--- src/include/acpc_pkg.sv ---
// package: constants and types for converter conversion/power control
package acpc_pkg;

  localparam int unsigned CLK_PERIOD_NS   = 20;
  // conversion time, typical figure in ns
  localparam int unsigned CONV_TIME_NS    = 500;
  localparam int unsigned CONV_CYCLES     =
    (CONV_TIME_NS + CLK_PERIOD_NS - 1) / CLK_PERIOD_NS;
  localparam int unsigned CNT_W           = 8;
  localparam logic [CNT_W-1:0] CONV_CNT_LAST =
    CNT_W'(CONV_CYCLES - 1);
  localparam logic [CNT_W-1:0] CNT_ZERO   = 8'h00;
  localparam logic [CNT_W-1:0] CNT_ONE    = 8'h01;
  // global reset pulse length, cycles
  localparam int unsigned GRST_CYCLES     = 4;
  localparam logic [CNT_W-1:0] GRST_CNT_LAST =
    CNT_W'(GRST_CYCLES - 1);

  typedef enum logic [1:0] {
    ACPC_ST_IDLE,
    ACPC_ST_CONV,
    ACPC_ST_PDOWN,
    ACPC_ST_GRST
  } acpc_state_e;

  // synchronised pin levels
  typedef struct packed {
    logic conv_start;
    logic power_down;
    logic io_mode;
  } acpc_pins_s;

endpackage : acpc_pkg

--- src/rtl/acpc_sync.sv ---
// two-stage synchroniser for asynchronous pin levels
module acpc_sync
  import acpc_pkg::*;
#(
  parameter int unsigned WIDTH = 1
)
(
  // clock and reset
  input  wire logic             core_clk_in,
  input  wire logic             arst_n_in,
  // data
  input  wire logic [WIDTH-1:0] async_in,
  output logic      [WIDTH-1:0] sync_out
);

  logic [WIDTH-1:0] meta_reg;

  // first stage read only by the second
  always_ff @(posedge core_clk_in or negedge arst_n_in)
  begin
    if (!arst_n_in)
    begin
      meta_reg <= '0;
      sync_out <= '0;
    end
    else
    begin
      meta_reg <= async_in;
      sync_out <= meta_reg;
    end
  end

endmodule : acpc_sync

--- src/rtl/acpc_ctrl.sv ---
// conversion start, busy and power-down control of the converter
module acpc_ctrl
  import acpc_pkg::*;
(
  // clock and reset
  input  wire logic core_clk_in,
  input  wire logic arst_n_in,
  // pins from controller
  input  wire logic conversion_start_in,
  input  wire logic power_down_in,
  input  wire logic io_mode_sel_in,
  // status to controller and core
  output logic      busy_out,
  output logic      hold_out,
  output logic      powered_down_out,
  output logic      global_reset_out,
  output logic      diff_io_mode_out
);

  acpc_pins_s  pins;
  acpc_state_e state_reg;
  acpc_state_e state_next;
  logic [CNT_W-1:0] conv_cnt_reg;
  logic [CNT_W-1:0] grst_cnt_reg;
  logic        busy_next;
  logic        pdn_next;
  logic        grst_next;
  logic        conv_prev_reg;
  logic        pd_prev_reg;
  logic        pd_seen_reg;
  logic        conv_edge;
  logic        pd_edge;
  logic        conv_done;
  logic        grst_done;
  logic        grst_req;

  // pins are asynchronous to the core clock
  acpc_sync #(
    .WIDTH (3)
  ) u_sync (
    .core_clk_in (core_clk_in),
    .arst_n_in   (arst_n_in),
    .async_in    ({conversion_start_in, power_down_in, io_mode_sel_in}),
    .sync_out    (pins)
  );

  // previous start level; reset low like the idle pin, so no false edge
  always_ff @(posedge core_clk_in or negedge arst_n_in)
  begin
    if (!arst_n_in)
      conv_prev_reg <= 1'b0;
    else
      conv_prev_reg <= pins.conv_start;
  end

  // previous power-down level for its rise detector
  always_ff @(posedge core_clk_in or negedge arst_n_in)
  begin
    if (!arst_n_in)
      pd_prev_reg <= 1'b0;
    else
      pd_prev_reg <= pins.power_down;
  end

  // chip select is not an input here at all
  assign conv_edge = pins.conv_start & ~conv_prev_reg;
  assign pd_edge   = pins.power_down & ~pd_prev_reg;
  assign conv_done = (state_reg == ACPC_ST_CONV) &&
                     (conv_cnt_reg == CONV_CNT_LAST);
  assign grst_done = (state_reg == ACPC_ST_GRST) &&
                     (grst_cnt_reg == GRST_CNT_LAST);
  // second rise without an intervening conversion
  assign grst_req  = pd_edge & pd_seen_reg;

  // tracks power-down rises since the last conversion
  always_ff @(posedge core_clk_in or negedge arst_n_in)
  begin
    if (!arst_n_in)
      pd_seen_reg <= 1'b0;
    else if (grst_req || grst_done)
      pd_seen_reg <= 1'b0;
    else if (pd_edge)
      pd_seen_reg <= 1'b1;
    else if (state_reg == ACPC_ST_CONV)
      pd_seen_reg <= 1'b0;
  end

  always_comb
  begin
    state_next = state_reg;
    unique case (state_reg)
      ACPC_ST_IDLE:
      begin
        if (grst_req)
          state_next = ACPC_ST_GRST;
        else if (pins.power_down)
          state_next = ACPC_ST_PDOWN;
        else if (conv_edge)
          state_next = ACPC_ST_CONV;
      end
      ACPC_ST_CONV:
      begin
        // power-down waits for the conversion to end
        if (conv_done)
          state_next = pins.power_down ? ACPC_ST_PDOWN : ACPC_ST_IDLE;
      end
      ACPC_ST_PDOWN:
      begin
        // start edges ignored while powered down
        if (grst_req)
          state_next = ACPC_ST_GRST;
        else if (!pins.power_down)
          state_next = ACPC_ST_IDLE;
      end
      ACPC_ST_GRST:
      begin
        if (grst_done)
          state_next = pins.power_down ? ACPC_ST_PDOWN : ACPC_ST_IDLE;
      end
    endcase
  end

  always_ff @(posedge core_clk_in or negedge arst_n_in)
  begin
    if (!arst_n_in)
      state_reg <= ACPC_ST_IDLE;
    else
      state_reg <= state_next;
  end

  // conversion timer; zero outside a conversion, typical time only
  always_ff @(posedge core_clk_in or negedge arst_n_in)
  begin
    if (!arst_n_in)
      conv_cnt_reg <= CNT_ZERO;
    else if (state_reg != ACPC_ST_CONV)
      conv_cnt_reg <= CNT_ZERO;
    else
      conv_cnt_reg <= conv_cnt_reg + CNT_ONE;
  end

  // reset pulse timer, kept apart so neither phase disturbs the other
  always_ff @(posedge core_clk_in or negedge arst_n_in)
  begin
    if (!arst_n_in)
      grst_cnt_reg <= CNT_ZERO;
    else if (state_reg != ACPC_ST_GRST)
      grst_cnt_reg <= CNT_ZERO;
    else
      grst_cnt_reg <= grst_cnt_reg + CNT_ONE;
  end

  // outputs follow the next state so they align with it
  always_comb
  begin
    busy_next = (state_next == ACPC_ST_CONV);
    pdn_next  = (state_next == ACPC_ST_PDOWN);
    grst_next = (state_next == ACPC_ST_GRST);
  end

  // busy straight from a flop, no glitch on the pin
  always_ff @(posedge core_clk_in or negedge arst_n_in)
  begin
    if (!arst_n_in)
      busy_out <= 1'b0;
    else
      busy_out <= busy_next;
  end

  // hold spans exactly the conversion
  always_ff @(posedge core_clk_in or negedge arst_n_in)
  begin
    if (!arst_n_in)
      hold_out <= 1'b0;
    else
      hold_out <= busy_next;
  end

  // powered down, deferred while a conversion runs
  always_ff @(posedge core_clk_in or negedge arst_n_in)
  begin
    if (!arst_n_in)
      powered_down_out <= 1'b0;
    else
      powered_down_out <= pdn_next;
  end

  // reset pulse; other core logic resets outside this block
  always_ff @(posedge core_clk_in or negedge arst_n_in)
  begin
    if (!arst_n_in)
      global_reset_out <= 1'b0;
    else
      global_reset_out <= grst_next;
  end

  // strap is static; sampled continuously after reset release
  always_ff @(posedge core_clk_in or negedge arst_n_in)
  begin
    if (!arst_n_in)
      diff_io_mode_out <= 1'b0;
    else
      diff_io_mode_out <= pins.io_mode;
  end

endmodule : acpc_ctrl

--- config.mk ---
export PLATFORM = sky130hd
export DESIGN_NAME = acpc_ctrl
export DESIGN_NICKNAME = d
export VERILOG_FILES = /design/src/include/acpc_pkg.sv /design/src/rtl/acpc_sync.sv /design/src/rtl/acpc_ctrl.sv
export SDC_FILE = /design/constraint.sdc
export NUM_CORES = 1
export LEC_CHECK = 0
export BUFFER_PORTS_ARGS = -buffer_cell sky130_fd_sc_hd__buf_2
export CORE_AREA = 2 2 56 47
export DETAILED_ROUTE_END_ITERATION = 8
export DIE_AREA = 0 0 58 49
export PLACE_DENSITY = 0.73
export SYNTH_ARGS = -nofsm -noshare
export SYNTH_HDL_FRONTEND = slang
export SYNTH_SLANG_ARGS = --single-unit
export TNS_END_PERCENT = 1
--- constraint.sdc ---
create_clock -name core_clk_in -period 2.1 [get_ports core_clk_in]
set_input_delay 0.42 -clock core_clk_in [delete_from_list [all_inputs] [get_ports core_clk_in]]
set_output_delay 0.42 -clock core_clk_in [all_outputs]
set_load 0.02 [all_outputs]
==> results.ini <==
[outcome]
status = finished, final reports clean

[cts]
clock-root-buffer = clkbuf_4
cts-htree-levels = 2
post_cts_resized = 0
cts_tree = done
clk_pin_slew_ns = 0.10
clock-sinks = 31
postCtsHoldBufs = 0
clkLatencyLatePin_ns = 0.34
clock_path_buffers = 2
numCtsBuffers = 5
post_cts_buffers = 0

[logic_synthesis]
synth.avg_cell_area_sq_um = 11.6
synthArstFlopShare = 1.00
synth.distinct_cells = 26
synth_nets = 116
synth-edff-count = 0
syn_area_sq_um = 1250
synthCells = 108
ys_ff_latch = 31
seq_area_frac_synth = 0.620
ys_warn_count = 0
synth_flop_cell = dfrtp_1

[timing]
max_freq_mhz = 574
slew_viol_final = 0
fin_crit_ns = 1.74
rsz0062_at_grt = false
finClkSkew_ns = 0.0105
hold_viol_final = 0
setup_tns_ns = 0
fin_crit_sh = 0.829
setup-violations-final = 0
relSlewSlack = 0.557
worst_pin_slew_ns = 0.665

[final_layout]
area_delta_synth_final_pct = 13.2
fin_cells = 149
fill_cells = 206
drive_above_1_share = 0.172
fin_nets = 129
diodes = 0

[route]
num_vias = 827
first_iter_violations = 33
drc = 0
wl_mm = 2.02
ant_nets = 0
wl_per_cell_microns = 13.5
dr.pass1.iters = 4
vias_per_cell = 5.55

[floorplan]
dieArea_sq_um = 2840
die_height_microns = 49
die_w_microns = 58
row_count = 16
core_sq_um = 2320
io_pins = 10
initial_core_util = 0.539

[pwr]
ir_worst_vdd_v = 0.000835
finalPower_w = 0.00164
power.density_nw_per_um2 = 1150
leakagePower_nw = 0.638

[critical_path]
critPathCaptureType = register
worst-setup-path-type = reg2reg
crit_required_ns = 2.37
crit_fanout = 4
worst_setup_path_start_kind = register
cp.arrival_ns = 2.01

[grt]
grt_pass1_wl_mm = 3.68
grt_use_total = 0.179
grt_pass1_vias = 828
antenna_found_initial = 0
grt_max_degree = 32
overflow = 0

[placed_design]
post-dp-hpwl_mm = 1.38
portBuffers = 9
dp.cells = 141
place_congestion = 0.743

[hold_path]
hold_class = in2async

[run]
drv_cap = 0

==> per-layer routing <==
layer / wire length [microns] / vias to the layer above / share of wire / track usage
met5: 0 / - / 0 / 0
met4: 41 / 0 / 0.020 / 0.124
met3: 115 / 6 / 0.057 / 0.0557
met2: 935 / 21 / 0.46 / 0.254
met1: 925 / 402 / 0.46 / 0.232
li1: - / 398 / - / -
==> worst max-delay path, cell delays in order (launching register included) <==
cell and delay [ns]:
dfrtp_1 0.39, ha_1 0.24, or4b_4 0.51, o41ai_4 0.31
and4b_1 0.24
==> cell families (layout without fill, tap and decap cells) <==
logic type      Yosys count  after routing  share of synthesized area
fa+ha+maj                 3              3                     0.0300
xor+xnor                  6              6                     0.0420
flops                    31             31                      0.620
buf+inv                   7             21                     0.0240
simple gates             45             45                      0.200
compound gates           16             16                     0.0840
==> path summary, 6_finish.rpt <==
check,startpoint,to,slack (ns),depth (start not counted)
hold reg to reg,u_sync.meta_reg[1],u_sync.sync_out[1],0.36,0
setup reg to reg,grst_cnt_reg[0],powered_down_out,0.36,4
min in group core_clk_in,conversion_start_in,u_sync.meta_reg[2],0.18,1
hold / removal,arst_n_in,conv_prev_reg,0.11,1
setup / recovery,grst_cnt_reg[0],powered_down_out,0.36,4
max in group asynchronous,arst_n_in,conv_cnt_reg[5],1.56,1
==> power by group <==
part | total [W] | leakage [nW] | switching (W) | internal (W)
clock | 0.000573 | 0.0525 | 0.000202 | 0.000371
sequential | 0.000755 | 0.401 | 0.0000670 | 0.000688
combinational | 0.000307 | 0.184 | 0.000190 | 0.000117
==> per-stage QoR <==
step	hold WS [ns]	utilization	setup WS [ns]	area, sq um
global placement	0.332	0.566	0.460	1320
detailed placement	0.340	0.566	0.370	1320
CTS	0.111	0.610	0.338	1420
floorplan	0.124	-	0.518	1250
finish	0.109	0.610	0.358	1420
global route	0.149	0.610	0.265	1420
==> layout make-up <==
cell class,count,area (sq um),area share
repair buffers,9,45.0,0.0318
well taps,27,33.8,0.0239
inverters,4,15.0,0.0106
clock buffers,6,41.3,0.0292
clock inverters,2,60.1,0.0424
flip-flops and latches,31,776,0.548
multi-input cells,70,445,0.314
==> synthesized netlist by cell type, drive strengths merged (2+ instances only) <==
library cell  count  area share
dfrtp            31        0.62
nor2              9       0.027
a21oi             8       0.032
nand2             7       0.021
nand3             7       0.028
o21ai             6       0.024
or3               6       0.031
inv               4       0.012
xor2              4       0.028
ha                3       0.030
nand2b            3       0.015
nor4              3       0.015
and3              2       0.010
clkbuf            2      0.0060
nand4             2       0.010
xnor2             2       0.014
==> cells in the final DEF (no fill, tap or decap), drive strengths merged <==
master,Yosys,routed
clkbuf,2,6
nand2b,3,3
nand4b,1,1
xnor2,2,2
buf,1,9
a22oi,1,1
nand2,7,7
o41ai,1,1
nor4,3,3
nor2,9,9
a21oi,8,8
or4b,1,1
dfrtp,31,31
and3,2,2
or3b,1,1
or2,1,1
inv,4,4
o21ai,6,6
xor2,4,4
and2,1,1
nand4,2,2
ha,3,3
or3,6,6
bufinv,0,2
and4b,1,1
nand3,7,7
(Power assumes the default switching activity.)
